--- config.mk ---
export PLATFORM = sky130hd
export DESIGN_NAME = tccp_timer
export DESIGN_NICKNAME = d
export VERILOG_FILES = /design/src/tccp_pkg.sv /design/src/tccp_timer.sv
export VERILOG_INCLUDE_DIRS = /design/src
export SDC_FILE = /design/constraint.sdc
export NUM_CORES = 1
export LEC_CHECK = 0
export ABC_CLOCK_PERIOD_IN_PS = 3200
export BUFFER_PORTS_ARGS = -buffer_cell sky130_fd_sc_hd__buf_2
export CAP_MARGIN = 5
export CORE_ASPECT_RATIO = 0.75
export CORE_MARGIN = 1.5
export CORE_UTILIZATION = 40
export CTS_CLUSTER_SIZE = 28
export DETAILED_ROUTE_END_ITERATION = 7
export PLACE_DENSITY = 0.67
export SLEW_MARGIN = 0
export SYNTH_ARGS = -nofsm -noshare
export SYNTH_HDL_FRONTEND = slang
export SYNTH_SLANG_ARGS = --single-unit
--- constraint.sdc ---
create_clock -name hclk -period 3.2 [get_ports hclk]
set_input_delay 0.16 -clock hclk [delete_from_list [all_inputs] [get_ports hclk]]
set_output_delay 0.16 -clock hclk [all_outputs]
set_load 0.1 [all_outputs]
--- src/tccp_regs.svh ---
`ifndef TCCP_REGS_SVH
`define TCCP_REGS_SVH
// register indices, byte address is four times the index
`define TCCP_IDX_CNTL   8'hE2
`define TCCP_IDX_CNTH   8'hE3
`define TCCP_IDX_CTL    8'hE4
`define TCCP_IDX_CCTL0  8'hE5
`define TCCP_IDX_CVL0   8'hE8
`define TCCP_IDX_CFG    8'hEE
`define TCCP_CNT_ZERO   16'h0000
`define TCCP_CNT_ONE    16'h0001
`define TCCP_CNT_TOP    16'hFFFF
`define TCCP_MODE_STOP  2'h0
`define TCCP_MODE_FREE  2'h1
`define TCCP_MODE_MOD   2'h2
`define TCCP_MODE_UPDN  2'h3
`define TCCP_CMP_SET    3'h0
`define TCCP_CMP_CLR    3'h1
`define TCCP_CMP_TOG    3'h2
`define TCCP_CMP_UPSET  3'h3
`define TCCP_CMP_UPCLR  3'h4
`define TCCP_CAP_RISE   2'h1
`define TCCP_CAP_FALL   2'h2
`define TCCP_CAP_ANY    2'h3
`define TCCP_PSC_DIV1   7'h00
`define TCCP_PSC_DIV8   7'h07
`define TCCP_PSC_DIV32  7'h1F
`define TCCP_PSC_DIV128 7'h7F
`define TCCP_CTL_RST    8'h00
`define TCCP_CCTL_RST   8'h40
`define TCCP_CFG_RST    3'h2
`define TCCP_CTL_OVF    4
`define TCCP_CCTL_IM    6
`define TCCP_CCTL_CMPM  2
`define TCCP_CFG_SHF    0
`define TCCP_CFG_OVFM   1
`define TCCP_CFG_IEN    2
`endif

--- src/tccp_pkg.sv ---
package tccp_pkg;
   typedef struct packed {
      logic        hsel;
      logic [31:0] haddr;
      logic [1:0]  htrans;
      logic        hwrite;
      logic [2:0]  hsize;
      logic        hready;
   } tccp_ahb_req_t;
   typedef struct packed {
      logic        hreadyout;
      logic        hresp;
      logic [31:0] hrdata;
   } tccp_ahb_rsp_t;
   typedef struct packed {
      logic [15:0]      cnt;
      logic             down;
      logic [6:0]       psc;
      logic [7:0]       ctl;
      logic [2:0][7:0]  cctl;
      logic [2:0][15:0] cv;
      logic [2:0][15:0] cvw;
      logic [2:0][7:0]  lob;
      logic [2:0]       pend;
      logic [7:0]       cnth;
      logic [2:0]       s1;
      logic [2:0]       s2;
      logic [2:0]       s3;
      logic [2:0]       pin;
      logic [2:0]       dma;
      logic [2:0]       cfg;
      logic             dph;
      logic             dwr;
      logic [7:0]       didx;
      logic [31:0]      rdata;
   } tccp_state_t;
endpackage : tccp_pkg

--- src/tccp_timer.sv ---
// How it works
// free-running counts 0x0000 up to 0xFFFF, then wraps to 0x0000
// free-running terminal count sets shared flag and overflow flag
// overflow request only when overflow mask and irq enable both set
// reading count low latches high byte; software reads low first
// any write to count low clears the whole counter
// nonzero counter mode runs the counter, 00 holds its value
// modulo counts up and wraps to zero at channel 0 compare value
// modulo terminal value sets shared flag and overflow flag
// up/down counts zero to channel 0 value and back repeatedly
// up/down sets shared and overflow flags on reaching zero
// capture channel pin is input, compare channel pin is output
// selected pin edge copies counter into capture register while running
// capture inputs synchronised; source holds pulses over one clock
// capture sets shared and channel flags; request needs mask and enable
// compare match sets, clears or toggles the output, glitch free
// compare low byte is buffered until the high byte is written
// modes 1-3 load at high write, others load at zero count
// channel 0 offers no compare modes 5 to 7
// match sets channel flag; up/down sets channel 0 flag at zero
// pending flag needs clearing; setting mask with flag set requests
// one dma trigger pulse per channel on its compare event
// up/down output period is twice the channel 0 value
// prescale codes 00..11 divide the tick by 1, 8, 32, 128
// mode codes: 00 stop, 01 free, 10 modulo, 11 up/down
// mode 011 sets on up match, clears at zero/down match; 100 inverse
// writing 1 to a flag has no effect; writing 0 clears
// tick is a one-cycle enable; prescaler advances only on it
// up/down turns on the same edge the top value is reached
//
// Added by the designer: the AHB-Lite interface to the registers and the placing of the registers.
`include "tccp_regs.svh"
module tccp_timer (
   // clock and reset
   input  wire logic                   hclk,
   input  wire logic                   hresetn,
   // register bus
   input  wire tccp_pkg::tccp_ahb_req_t ahb_req,
   input  wire logic [31:0]            hwdata,
   output tccp_pkg::tccp_ahb_rsp_t     ahb_rsp,
   // timer tick
   input  wire logic                   tick_en,
   // channel pins
   input  wire logic [2:0]             pin_in,
   output logic [2:0]                  pin_out,
   output logic [2:0]                  pin_oe,
   // events
   output logic                        irq_req,
   output logic [2:0]                  dma_trig
);
   import tccp_pkg::*;

   tccp_state_t q;
   tccp_state_t d;
   logic        run;
   logic        act;
   logic        ovf;
   logic [2:0]  chset;
   logic [6:0]  pmask;
   logic        wr_cntl;
   logic [2:0]  capev;
   logic [2:0]  cmpev;

   // ************************************************
   // counter, channels and register access
   // ************************************************
   always_comb begin
      logic [7:0]  w;
      logic [1:0]  ch;
      logic        up;
      logic        zero;
      logic        match;
      logic [2:0]  cm;
      logic [15:0] nv;
      w     = hwdata[7:0];
      ch    = 2'h0;
      up    = 1'b0;
      zero  = 1'b0;
      match = 1'b0;
      cm    = 3'h0;
      nv    = 16'h0000;
      d     = q;
      ovf   = 1'b0;
      chset = 3'h0;
      capev = 3'h0;
      cmpev = 3'h0;
      d.dma = 3'h0;
      unique case (q.ctl[3:2])
         2'h0: pmask = `TCCP_PSC_DIV1;
         2'h1: pmask = `TCCP_PSC_DIV8;
         2'h2: pmask = `TCCP_PSC_DIV32;
         2'h3: pmask = `TCCP_PSC_DIV128;
      endcase
      run = q.ctl[1:0] != `TCCP_MODE_STOP;
      if (tick_en)
         d.psc = q.psc + 7'h01;
      act = run && tick_en && ((q.psc & pmask) == pmask);
      if (act) begin
         unique case (q.ctl[1:0])
            `TCCP_MODE_FREE: begin
               d.cnt = q.cnt + `TCCP_CNT_ONE;
               ovf   = q.cnt == `TCCP_CNT_TOP;
            end
            `TCCP_MODE_MOD: begin
               if (q.cnt == q.cv[0]) begin
                  d.cnt = `TCCP_CNT_ZERO;
                  ovf   = 1'b1;
               end else begin
                  d.cnt = q.cnt + `TCCP_CNT_ONE;
               end
            end
            `TCCP_MODE_UPDN: begin
               if (!q.down && !(q.cnt >= q.cv[0] && q.cnt != `TCCP_CNT_ZERO)) begin
                  d.cnt = q.cnt + `TCCP_CNT_ONE;
               end else begin
                  // turn at the top on this same edge, no dwell
                  d.down = 1'b1;
                  d.cnt  = q.cnt - `TCCP_CNT_ONE;
                  if (q.cnt == `TCCP_CNT_ONE) begin
                     d.down = 1'b0;
                     ovf    = 1'b1;
                  end
               end
            end
            default: begin
            end
         endcase
      end
      for (int n = 0; n < 3; n++) begin
         d.s1[n] = pin_in[n];
         d.s2[n] = q.s1[n];
         d.s3[n] = q.s2[n];
         cm      = q.cctl[n][5:3];
         if (q.pend[n] && q.cnt == `TCCP_CNT_ZERO) begin
            d.cv[n]   = q.cvw[n];
            d.pend[n] = 1'b0;
         end
         if (q.cctl[n][`TCCP_CCTL_CMPM]) begin
            match = act && q.cnt == q.cv[n];
            up    = q.ctl[1:0] != `TCCP_MODE_UPDN || !q.down;
            zero  = act && q.cnt == `TCCP_CNT_ZERO && q.ctl[1:0] != `TCCP_MODE_UPDN;
            cmpev[n] = match;
            if (!(n == 0 && cm > `TCCP_CMP_UPCLR)) begin
               unique case (cm)
                  `TCCP_CMP_SET: if (match) d.pin[n] = 1'b1;
                  `TCCP_CMP_CLR: if (match) d.pin[n] = 1'b0;
                  `TCCP_CMP_TOG: if (match) d.pin[n] = !q.pin[n];
                  `TCCP_CMP_UPSET: begin
                     if (match && up)
                        d.pin[n] = 1'b1;
                     else if ((match && !up) || zero)
                        d.pin[n] = 1'b0;
                  end
                  `TCCP_CMP_UPCLR: begin
                     if (match && up)
                        d.pin[n] = 1'b0;
                     else if ((match && !up) || zero)
                        d.pin[n] = 1'b1;
                  end
                  default: begin
                  end
               endcase
            end
            chset[n] = match;
            d.dma[n] = match;
         end else if (run) begin
            unique case (q.cctl[n][1:0])
               `TCCP_CAP_RISE: capev[n] = q.s2[n] && !q.s3[n];
               `TCCP_CAP_FALL: capev[n] = !q.s2[n] && q.s3[n];
               `TCCP_CAP_ANY:  capev[n] = q.s2[n] != q.s3[n];
               default:        capev[n] = 1'b0;
            endcase
            if (capev[n]) begin
               d.cv[n]   = q.cnt;
               d.cvw[n]  = q.cnt;
               d.pend[n] = 1'b0;
               chset[n]  = 1'b1;
            end
         end
      end
      if (q.ctl[1:0] == `TCCP_MODE_UPDN && q.cctl[0][`TCCP_CCTL_CMPM])
         chset[0] = ovf;
      // bus: address phase, then one stall cycle that does the access
      d.dph = ahb_req.hsel && ahb_req.htrans[1] && ahb_req.hready;
      d.dwr = ahb_req.hwrite;
      d.didx = (ahb_req.haddr[31:10] == 22'h0 && ahb_req.haddr[1:0] == 2'h0)
               ? ahb_req.haddr[9:2] : 8'h00;
      wr_cntl = q.dph && q.dwr && q.didx == `TCCP_IDX_CNTL;
      d.ctl[7:4] = q.ctl[7:4];
      d.cfg[`TCCP_CFG_SHF] = q.cfg[`TCCP_CFG_SHF];
      if (q.dph && q.dwr) begin
         if (q.didx == `TCCP_IDX_CNTL) begin
            d.cnt  = `TCCP_CNT_ZERO;
            d.down = 1'b0;
         end
         if (q.didx == `TCCP_IDX_CTL) begin
            d.ctl[7:4] = q.ctl[7:4] & w[7:4];
            d.ctl[3:0] = w[3:0];
         end
         if (q.didx == `TCCP_IDX_CFG) begin
            d.cfg[`TCCP_CFG_SHF] = q.cfg[`TCCP_CFG_SHF] & w[0];
            d.cfg[2:1] = w[2:1];
         end
         for (int n = 0; n < 3; n++) begin
            ch = 2'(n);
            if (q.didx == `TCCP_IDX_CCTL0 + {6'h0, ch})
               d.cctl[n] = {1'b0, w[6:0]};
            if (q.didx == `TCCP_IDX_CVL0 + {5'h0, ch, 1'b0})
               d.lob[n] = w;
            if (q.didx == `TCCP_IDX_CVL0 + {5'h0, ch, 1'b1} && !capev[n]) begin
               nv = {w, q.lob[n]};
               d.cvw[n] = nv;
               cm = q.cctl[n][5:3];
               if (cm >= `TCCP_CMP_CLR && cm <= `TCCP_CMP_UPSET) begin
                  d.cv[n]   = nv;
                  d.pend[n] = 1'b0;
               end else begin
                  d.pend[n] = 1'b1;
               end
            end
         end
      end
      // hardware set wins over a software clear in the same cycle
      d.ctl[`TCCP_CTL_OVF] = d.ctl[`TCCP_CTL_OVF] | ovf;
      d.ctl[7:5] = d.ctl[7:5] | chset;
      d.cfg[`TCCP_CFG_SHF] = d.cfg[`TCCP_CFG_SHF] | ovf | (|chset);
      d.rdata = 32'h0000_0000;
      if (q.dph && !q.dwr) begin
         if (q.didx == `TCCP_IDX_CNTL) begin
            d.rdata[7:0] = q.cnt[7:0];
            d.cnth       = q.cnt[15:8];
         end
         if (q.didx == `TCCP_IDX_CNTH)
            d.rdata[7:0] = q.cnth;
         if (q.didx == `TCCP_IDX_CTL)
            d.rdata[7:0] = q.ctl;
         if (q.didx == `TCCP_IDX_CFG)
            d.rdata[2:0] = q.cfg;
         for (int n = 0; n < 3; n++) begin
            ch = 2'(n);
            if (q.didx == `TCCP_IDX_CCTL0 + {6'h0, ch})
               d.rdata[7:0] = q.cctl[n];
            if (q.didx == `TCCP_IDX_CVL0 + {5'h0, ch, 1'b0})
               d.rdata[7:0] = q.cvw[n][7:0];
            if (q.didx == `TCCP_IDX_CVL0 + {5'h0, ch, 1'b1})
               d.rdata[7:0] = q.cvw[n][15:8];
         end
      end
   end

   always_ff @(posedge hclk or negedge hresetn) begin
      if (!hresetn) begin
         q         <= '0;
         q.ctl     <= `TCCP_CTL_RST;
         q.cctl[0] <= `TCCP_CCTL_RST;
         q.cctl[1] <= `TCCP_CCTL_RST;
         q.cctl[2] <= `TCCP_CCTL_RST;
         q.cfg     <= `TCCP_CFG_RST;
      end else begin
         q <= d;
      end
   end

   // ************************************************
   // outputs
   // ************************************************
   // level request, so a mask raised over a pending flag asks at once
   assign irq_req = q.cfg[`TCCP_CFG_IEN] &&
                    ((q.ctl[`TCCP_CTL_OVF] && q.cfg[`TCCP_CFG_OVFM]) ||
                     (q.ctl[5] && q.cctl[0][`TCCP_CCTL_IM]) ||
                     (q.ctl[6] && q.cctl[1][`TCCP_CCTL_IM]) ||
                     (q.ctl[7] && q.cctl[2][`TCCP_CCTL_IM]));
   assign dma_trig  = q.dma;
   assign pin_out   = q.pin;
   assign pin_oe    = {q.cctl[2][`TCCP_CCTL_CMPM], q.cctl[1][`TCCP_CCTL_CMPM],
                       q.cctl[0][`TCCP_CCTL_CMPM]};
   assign ahb_rsp.hreadyout = !q.dph;
   assign ahb_rsp.hresp     = 1'b0;
   assign ahb_rsp.hrdata    = q.rdata;
endmodule : tccp_timer

==> reports/qor.csv, run 1 <==
metric,value,unit
antenna_found_initial,1,
path_cells,"buf_4, nor3_1, nand4b_1, nor3_4, nand3_1, a21oi_2, a32oi_1, a31oi_1",
ys_ff_latch,220,
syn_area_per_cell,8.75,µm²
final_antenna_net_count,0,
clk_path_buf_depth,3,
worst-path-stages,8,
cts_tree,done,
layout_common_cells,"dfrtp_1, nand2_1, a21oi_1, nor2_1, o21ai_0",
skew,0.0245,ns
drt_first_iter_violations,1339,
layout.nets,1644,
grt.total_usage,25.5,%
cts_hold_buf,16,
vias,11624,
p_per_area,474,mW/mm²
wl,43100,µm
htree_levels,1,
syn-instance-count,1497,
grt_pass1_wl,66100,µm
dp_cells,1941,
fin_crit,2.85,ns
die_width,212,µm
synth_edf_count,0,
yosysTopAreaCellShare,41.3,%
tns,0,ns
clock_latency,0.55,ns
fin_ws,0.348,ns
whs,0.0526,ns
cp-end-kind,flop,
cp.arrival,3.24,ns
p_leak,0.00628,µW
portBuffers,68,
setup_viol,0,
initial_utilization,40.5,%
post-route-period-util,89.1,%
ys_warn_count,0,
grt_max_degree,91,
die_area,0.0339,mm²
cpLargestDelayFamily,simple AND/OR/NAND/NOR gates,
r2r_cells,8,
cts_buffers,23,
drv_cap,0,
async_reset_ff_share,100,%
startpoint_type,flop,
synth_area,0.0131,mm²
ios,122,
crit_buf_inv,1,
max_freq,351,MHz
syn2layout_area_growth,13.1,%
hpwl,29800,µm
drive_above_1_share,17.0,%
crit_type,flop to flop,
die_h,160,µm
diodes,0,
critPathSlowestCell,a21oi_2,
finalHoldViolations,0,
final_cells,1999,
yosysUniqueCellTypes,80,
max_slew_margin,31.0,%
vdd_drop_max,0.318,mV
critPathRequiredTime,3.59,ns
rsz0062_at_grt,false,
clock_sinks,220,
synth_ff_type,dfrtp_1,
final_max_slew_viol_count,0,
drc,0,
post-route-util,45.9,%
wl_per_cell,21.6,µm
max_stage_delay,0.49,ns
crit_fanout,16,
mostFrequentLayoutCell,dfrtp_1,
cts.clk_slew.worst_paths,0.06,ns
yosysTopAreaCell,dfrtp_1,
firstDrtPassIters,6,
fill_cells,3123,
ctsResizeCount,0,
num_rows,57,
hold_depth,3,
postCtsSetupRepairBufs,0,
hp-class,input pin to flop,
clockRootBuffer,clkbuf_16,
tightest_slew,1.03,ns
ys_seq_area_share,42.1,%
status,finished clean,
synth.top_cells.by_area,"dfrtp_1, a21oi_1, nand2_1, mux2_2, mux2i_1",
core,0.0323,mm²
pre_cts_ws,0.492,ns
grt_overflow,0,
grt_pass1_vias,10933,
viasPerCell,5.81,
gp_congestion,0.945,
-- worst min-delay path, cell delays in order --
cell and delay (ns):
buf_2 0.22, nand2_1 0.10, o21ai_1 0.06
-- cells by family after synthesis --
group / synth area share [%]
multiplexers: 10.2
XOR/XNOR: 2.87
adder cells (fa/ha/maj): 2.48
flip-flops: 42.1
buffers and inverters: 7.30
AO/OA/AOI/OAI: 17.5
other: 0.0286
AND/OR/NAND/NOR: 17.6
-- per-layer routing --
metal	share of wire [%]	vias to the layer above	routed length [µm]	GRT usage [%]
li1	-	5300	-	-
met1	46	5689	19600	38.1
met2	41	554	17900	35.9
met3	10	81	4370	6.47
met4	2.9	0	1240	7.53
met5	0	-	0	0
-- through the flow --
stage / power (µW) / cell area (µm²)
2_1_floorplan: 3840 / 13200
3_3_place_gp: 4300 / 13900
3_5_place_dp: 4310 / 13900
4_1_cts: 7030 / 14800
5_1_grt: 7280 / 14800
6_report: 7020 / 14800
-- path summary, 6_finish.rpt --
check	slack, ns	from	to
worst max-delay path	0.35	q[235]$_DFF_PN0_	q[244]$_DFF_PN0_
max in group asynchronous	2.13	hresetn	q[91]$_DFFE_PN0P_
worst min register to register	0.35	d[56]$_DFF_PN0_	d[53]$_DFF_PN0_
worst max register to register	0.35	q[235]$_DFF_PN0_	q[244]$_DFF_PN0_
worst min-delay path	0.05	hwdata[7]	q[158]$_DFF_PN0_
min in group asynchronous	0.24	hresetn	q[225]$_DFFE_PN0P_
-- where the power goes --
part	internal (µW)	switching (µW)
Combinational	423	888
Clock	1550	1150
Sequential	2890	120
Total	4860	2160
-- synthesized netlist by cell type (5+ instances only) --
| master | n |
|---|---|
| xor2_1 | 8 |
| o21ai_0 | 87 |
| inv_1 | 37 |
| nand3_1 | 35 |
| o211ai_1 | 6 |
| nor2b_1 | 8 |
| a21oi_1 | 196 |
| nand2_1 | 198 |
| and3_1 | 10 |
| nand2b_1 | 5 |
| nor3_1 | 25 |
| mux2i_1 | 65 |
| a22oi_1 | 8 |
| nand4_1 | 23 |
| mux2_2 | 60 |
| a32oi_1 | 6 |
| buf_2 | 23 |
| ha_1 | 26 |
| clkbuf_1 | 88 |
| buf_1 | 6 |
| buf_4 | 42 |
| a221oi_1 | 8 |
| xnor2_1 | 35 |
| and2_1 | 19 |
| o31ai_1 | 5 |
| o22ai_1 | 14 |
| dfrtp_1 | 216 |
| nor4_1 | 14 |
| a211oi_1 | 6 |
| or3_1 | 6 |
| nor2_1 | 103 |
| nand4b_1 | 5 |
| o21ai_1 | 14 |
| a31oi_1 | 10 |
-- area by class of cell --
cell class | count | area [µm²] | share of cell area [%]
clock buffer | 37 | 688 | 4.65
clock inverter | 5 | 53.8 | 0.363
inverter | 37 | 139 | 0.938
multi-input combinational | 1102 | 6780 | 45.8
sequential | 220 | 5510 | 37.2
tap | 442 | 553 | 3.73
timing repair buffer | 156 | 1090 | 7.35
-- sequential cells by signal (all words and copies together), names as in the netlist --
signal    cells
q           197
ahb_rsp       8
d             6
dma_trig      3
pin_oe        3
pin_out       3
No activity file was read; power rests on OpenSTA's default activity.
==> run 2, diff against run 1 <==
--- a/config.mk
+++ b/config.mk
@@ -8,13 +8,14 @@
 export LEC_CHECK = 0
 export ABC_CLOCK_PERIOD_IN_PS = 3200
 export BUFFER_PORTS_ARGS = -buffer_cell sky130_fd_sc_hd__buf_2
-export CAP_MARGIN = 5
+export CELL_PAD_IN_SITES_DETAIL_PLACEMENT = 0
+export CELL_PAD_IN_SITES_GLOBAL_PLACEMENT = 1
 export CORE_ASPECT_RATIO = 0.75
 export CORE_MARGIN = 1.5
 export CORE_UTILIZATION = 40
 export CTS_CLUSTER_SIZE = 28
 export DETAILED_ROUTE_END_ITERATION = 7
-export PLACE_DENSITY = 0.67
+export PLACE_DENSITY = 0.82
 export SLEW_MARGIN = 0
 export SYNTH_ARGS = -nofsm -noshare
 export SYNTH_HDL_FRONTEND = slang
==> run 2 against run 1 <==
Against the previous run: setup slack got worse by 0.11 ns; count of clock-buffer cells in the layout fell by 3; global-route usage fell by 0.078 points; wire length fell by 0.75%; power rose by 1.3%; maximum frequency fell by 3.7%; sequential share of layout area rose by 0.057 points; register-to-register slack got worse by 0.11 ns; sequential cell count did not move; utilization fell by 0.070 points; clock power rose by 4%; non-clock buffer count fell by 8; critical endpoint is now q[232]$_DFF_PN0_; largest power group unchanged.
==> reports/qor.csv, run 2 (synthesis gave the netlist of run 1 again) <==
metric,value,unit,change
pre_cts_ws,0.282,ns,-0.211 ns
grt_overflow,0,,unchanged
viasPerCell,5.78,,-0.53%
grtUsageMet3,7.30,%,+0.83 points
vdd_drop_max,0.424,mV,+33%
swShare,31.1,%,+0.36 points
grt_util_met1,38.4,%,+0.26 points
critPathRequiredTime,3.65,ns,+0.06 ns
die_area,0.0339,mm²,unchanged
crit_fanout,13,,-3
layout_common_cells,"dfrtp_1, nand2_1, a21oi_1, nor2_1, o21ai_0",,
comb_power_share,18.4,%,-0.3 points
clock_latency,0.54,ns,about the same
cp.arrival,3.41,ns,+0.17 ns
status,finished clean,,
finalHoldViolations,0,,unchanged
tns,0,ns,unchanged
die_h,160,µm,unchanged
internal-power,4900,µW,+0.77%
grt_max_degree,86,,-5.5%
cts_tree,done,,
diodes,0,,unchanged
wl,42800,µm,-0.75%
layout.nets,1636,,-0.49%
mostFrequentLayoutCell,dfrtp_1,,
whs,0.0456,ns,-0.00702 ns
fin_crit,2.96,ns,+0.111 ns
post-route-period-util,92.6,%,+3.5 points
htree_levels,1,,unchanged
drive_above_1_share,16.8,%,-0.11 points
cts_buffers,23,,unchanged
grt.total_usage,25.4,%,-0.078 points
skew,0.0193,ns,-0.00522 ns
hpwl,29700,µm,-0.24%
setup_viol,0,,unchanged
grt_pass1_wl,65700,µm,-0.59%
core,0.0323,mm²,unchanged
cp-end-kind,flop,,
p_per_area,481,mW/mm²,+1.5%
ios,122,,unchanged
portBuffers,68,,unchanged
clockRootBuffer,clkbuf_16,,
top_register,q,,
num_rows,57,,unchanged
syn2layout_area_growth,12.9,%,
clock_sinks,220,,unchanged
firstDrtPassIters,5,,-1
power.switching,2210,µW,+2.5%
grt_pass1_vias,10948,,+0.14%
post-route-util,45.8,%,-0.070 points
largest_reg_flops,197,,unchanged
die_width,212,µm,unchanged
startpoint_type,flop,,
final_max_slew_viol_count,0,,unchanged
hp-class,input pin to flop,,
final_antenna_net_count,0,,unchanged
max_freq,338,MHz,-3.7%
gp_congestion,0.962,,+1.7%
crit_type,flop to flop,,
antenna_found_initial,1,,unchanged
p_clk_share,39.4,%,+0.9 points
gr-usage-met2,35.1,%,-0.77 points
fin_ws,0.238,ns,-0.111 ns
power.share.sequential,42.2,%,-0.6 points
max_slew_margin,37.2,%,+6.2 points
initial_utilization,40.5,%,unchanged
cts.clk_slew.worst_paths,0.07,ns,about the same
wl_per_cell,21.5,µm,-0.35%
p_leak,0.00626,µW,-0.27%
drc,0,,unchanged
rsz0062_at_grt,false,,
tightest_slew,0.936,ns,-0.0930 ns
drv_cap,0,,unchanged
vias,11516,,-0.93%
clk_path_buf_depth,3,,unchanged
fill_cells,3157,,+1.1%
drt_first_iter_violations,1173,,-12%
grt.busiest_layer,met1,,
==> run 2: cell count changes in the layout (fill, tap and decap cells not counted) <==
| cell | delta |
|---|---|
| inv_6 | +2 |
| nor3_2 | -1 |
| buf_4 | -8 |
| clkbuf_1 | -5 |
| clkinv_2 | +1 |
| clkbuf_8 | +2 |
| nor3_4 | +1 |
==> run 2: final cells by class <==
class	instances	area [µm²]	area share [%]
well taps	442	553	3.74
clock buffers	34	697	4.71
multi-input cells	1102	6790	45.9
clock inverters	8	76.3	0.516
inverters	37	139	0.939
repair buffers	148	1030	6.95
flip-flops and latches	220	5510	37.3
==> run 2: layer usage <==
layer	share of wire [%]	wire length, µm
met1	46	19800
met2	41	17700
met3	10	4300
met4	2.4	1020
met5	0	0
==> run 2: metrics by stage <==
step           cell area (µm²)  cells  power (µW)
6_report                 14800   1991        7110
5_1_grt                  14800   1991        7380
4_1_cts                  14800   1991        7120
3_5_place_dp             13900   1933        4320
3_3_place_gp             13900   1933        4290
2_1_floorplan            13200   1521        3840
==> run 2: worst paths after layout <==
kind                                  startpoint                  to  slack, ns  cells after the start
worst min register to register   d[54]$_DFF_PN0_     d[51]$_DFF_PN0_       0.35                      0
worst max register to register  q[246]$_DFF_PN0_    q[232]$_DFF_PN0_       0.24                      8
max in group asynchronous                hresetn    q[178]$_DFF_PN0_       1.98                      3
worst min-delay path                   hwdata[7]    q[190]$_DFF_PN0_       0.05                      3
min in group asynchronous                hresetn  q[229]$_DFFE_PN0P_       0.25                      2
worst max-delay path            q[246]$_DFF_PN0_    q[232]$_DFF_PN0_       0.24                      8
==> run 2: worst max-delay path: stages, from the launching register on <==
cell	delay, ns
dfrtp_1	0.42
ha_1	0.34
nand4_1	0.17
nor3_1	0.22
a32oi_1	0.09
a21oi_1	0.72
nand2_2	0.41
mux2_2	0.37
a21oi_1	0.15
==> run 2: what timing repair did <==
action / CTS / global route
buffers inserted: 0 / 0
hold endpoints to repair: 96 / 0
endpoints found under the setup margin: 0 / 0
gates resized for setup: 0 / 0
hold buffers: 16 / 0
==> run 2: power groups by stage <==
stage | Sequential, µW | Clock [µW] | Combinational (µW)
after detailed placement | 3050 | 0 | 1270
after CTS | 3000 | 2830 | 1290
after global routing | 3020 | 2940 | 1420
after floorplan | 3020 | 0 | 820
final | 3000 | 2800 | 1310
after global placement | 3040 | 0 | 1250
==> run 3, diff against run 2 <==
--- a/config.mk
+++ b/config.mk
@@ -11,7 +11,6 @@
 export CELL_PAD_IN_SITES_DETAIL_PLACEMENT = 0
 export CELL_PAD_IN_SITES_GLOBAL_PLACEMENT = 1
 export CORE_ASPECT_RATIO = 0.75
-export CORE_MARGIN = 1.5
 export CORE_UTILIZATION = 40
 export CTS_CLUSTER_SIZE = 28
 export DETAILED_ROUTE_END_ITERATION = 7
==> run 3 against run 2 <==
Against the previous run: final cell count increased by 0.20%; design area increased by 0.19%; wire length increased by 2.4%; critical path depth decreased by 1; setup slack got worse by 0.0052 ns; utilization increased by 0.90 points; non-clock buffer count increased by 13; combinational power about the same; global-route usage increased by 0.78 points; critical path type unchanged; largest cell class unchanged.
==> reports/qor.csv, run 3 (synthesis gave the netlist of run 1 again) <==
metric,value,unit,change
layout_common_cells,"dfrtp_1, nand2_1, a21oi_1, nor2_1, o21ai_0",,
power.share.sequential,43.3,%,+1.1 points
grt_max_degree,87,,+1.2%
hp-class,input pin to flop,,
rsz0062_at_grt,false,,
drc,0,,unchanged
startpoint_type,flop,,
clockRootBuffer,clkbuf_16,,
p_per_area,469,mW/mm²,-2.4%
ctsResizeCount,0,,unchanged
p_clk_share,37.8,%,-1.6 points
hpwl,30800,µm,+3.7%
cp.arrival,3.33,ns,-0.08 ns
diodes,0,,unchanged
max_freq,337,MHz,-0.17%
portBuffers,68,,unchanged
tightest_slew,1.14,ns,+0.203 ns
post-route-period-util,92.7,%,+0.16 points
skew,0.0139,ns,-0.00543 ns
firstDrtPassIters,5,,unchanged
final_max_slew_viol_count,0,,unchanged
htree_levels,1,,unchanged
drv_cap,0,,unchanged
crit_fanout,6,,-7
ios,122,,unchanged
cts_buffers,23,,unchanged
clk_path_buf_depth,3,,unchanged
cts.clk_slew.worst_paths,0.06,ns,about the same
tns,0,ns,unchanged
fill_cells,3087,,-2.2%
postCtsSetupRepairBufs,0,,unchanged
viasPerCell,5.82,,+0.62%
die_h,159,µm,-0.63%
cp-end-kind,flop,,
cts_hold_buf,16,,unchanged
grt_overflow,0,,unchanged
grt_pass1_wl,66400,µm,+1.1%
vias,11611,,+0.82%
drive_above_1_share,17.3,%,+0.46 points
final_antenna_net_count,0,,unchanged
critPathRequiredTime,3.57,ns,-0.08 ns
crit_type,flop to flop,,
internal-power,4780,µW,-2.5%
multi_input_area,0.00678,mm²,about the same
top_register,q,,
cts_tree,done,,
seqCellArea,0.00551,mm²,unchanged
antenna_found_initial,1,,unchanged
num_rows,56,,-1.8%
drt_first_iter_violations,1486,,+27%
p_leak,0.00629,µW,+0.45%
fin_crit,2.97,ns,+0.00517 ns
swShare,31.3,%,+0.15 points
die_width,211,µm,-0.47%
wl,43800,µm,+2.4%
die_area,0.0335,mm²,-1.1%
syn2layout_area_growth,13.1,%,
layout.nets,1649,,+0.79%
clock_sinks,220,,unchanged
gp_congestion,0.956,,-0.55%
vdd_drop_max,0.314,mV,-26%
status,finished clean,,
finalHoldViolations,0,,unchanged
mostFrequentLayoutCell,dfrtp_1,,
max_slew_margin,23.6,%,-14 points
grt_pass1_vias,10721,,-2.1%
core,0.0317,mm²,-1.8%
power.switching,2170,µW,-1.8%
clock_latency,0.53,ns,about the same
wl_per_cell,21.9,µm,+2.2%
grt.total_usage,26.2,%,+0.78 points
largest_reg_flops,197,,unchanged
whs,0.0771,ns,+0.0315 ns
setup_viol,0,,unchanged
initial_utilization,41.3,%,+0.72 points
comb_power_share,18.9,%,+0.5 points
## run 3: cell count changes in the layout (fill, tap and decap cells not counted)
cell / delta
buf_12: +1
buf_4: +12
clkbuf_1: +2
clkbuf_8: -6
clkinv_2: +2
clkinvlp_4: +2
inv_6: -2
nor3_2: +1
nor3_4: -1
## run 3: layout make-up
cell class / count / area share (%)
clock buffer: 30 / 4.20
clock inverter: 10 / 0.566
inverter: 37 / 0.937
sequential: 220 / 37.2
tap: 435 / 3.67
timing repair buffer: 161 / 7.68
multi-input combinational: 1102 / 45.8
## run 3: per-layer routing
| layer | vias up | wire length (µm) | global-route usage (%) |
|---|---|---|---|
| li1 | 5314 | - | - |
| met1 | 5676 | 19600 | 39.4 |
| met2 | 546 | 18000 | 36.1 |
| met3 | 75 | 4830 | 6.94 |
| met4 | 0 | 1330 | 8.07 |
| met5 | - | 0 | 0 |
## run 3: worst max-delay path: stages (launching register included)
cell and delay [ns]:
dfrtp_1 0.36, and4b_1 0.38, nand3b_1 0.13, nor3_1 0.53, a21oi_1 0.14, o21ai_0 0.49
a221oi_1 0.24, nor4_1 0.54
## run 3: power groups by stage
stage	clock, µW	sequential, µW	combinational [µW]
after floorplan	0	3020	820
after global placement	0	3060	1260
after detailed placement	0	3060	1270
after CTS	2670	3010	1290
after global routing	2780	3030	1410
final	2630	3010	1310
## run 3: path summary, 6_finish.rpt
check | slack (ns) | endpoint | startpoint | cells after the start
max in group asynchronous | 2.09 | q[138]$_DFF_PN0_ | hresetn | 3
min in group asynchronous | 0.25 | q[227]$_DFFE_PN0P_ | hresetn | 2
setup reg to reg | 0.23 | ahb_rsp[1]$_DFF_PN0_ | q[36]$_DFF_PN0_ | 7
hold / removal | 0.08 | q[190]$_DFF_PN0_ | hwdata[7] | 3
setup / recovery | 0.23 | ahb_rsp[1]$_DFF_PN0_ | q[36]$_DFF_PN0_ | 7
hold reg to reg | 0.35 | d[51]$_DFF_PN0_ | d[54]$_DFF_PN0_ | 0
## run 3: stage by stage
stage               total power (µW)  utilization, %  area, µm²  instances  setup WS, ns
floorplan                       3840               -      13200       1521         0.260
global placement                4320            44.0      14000       1939         0.481
detailed placement              4330            44.0      14000       1939         0.433
CTS                             6970            46.7      14800       1995         0.435
global route                    7220            46.7      14800       1995         0.195
finish                          6950            46.7      14800       1995         0.233
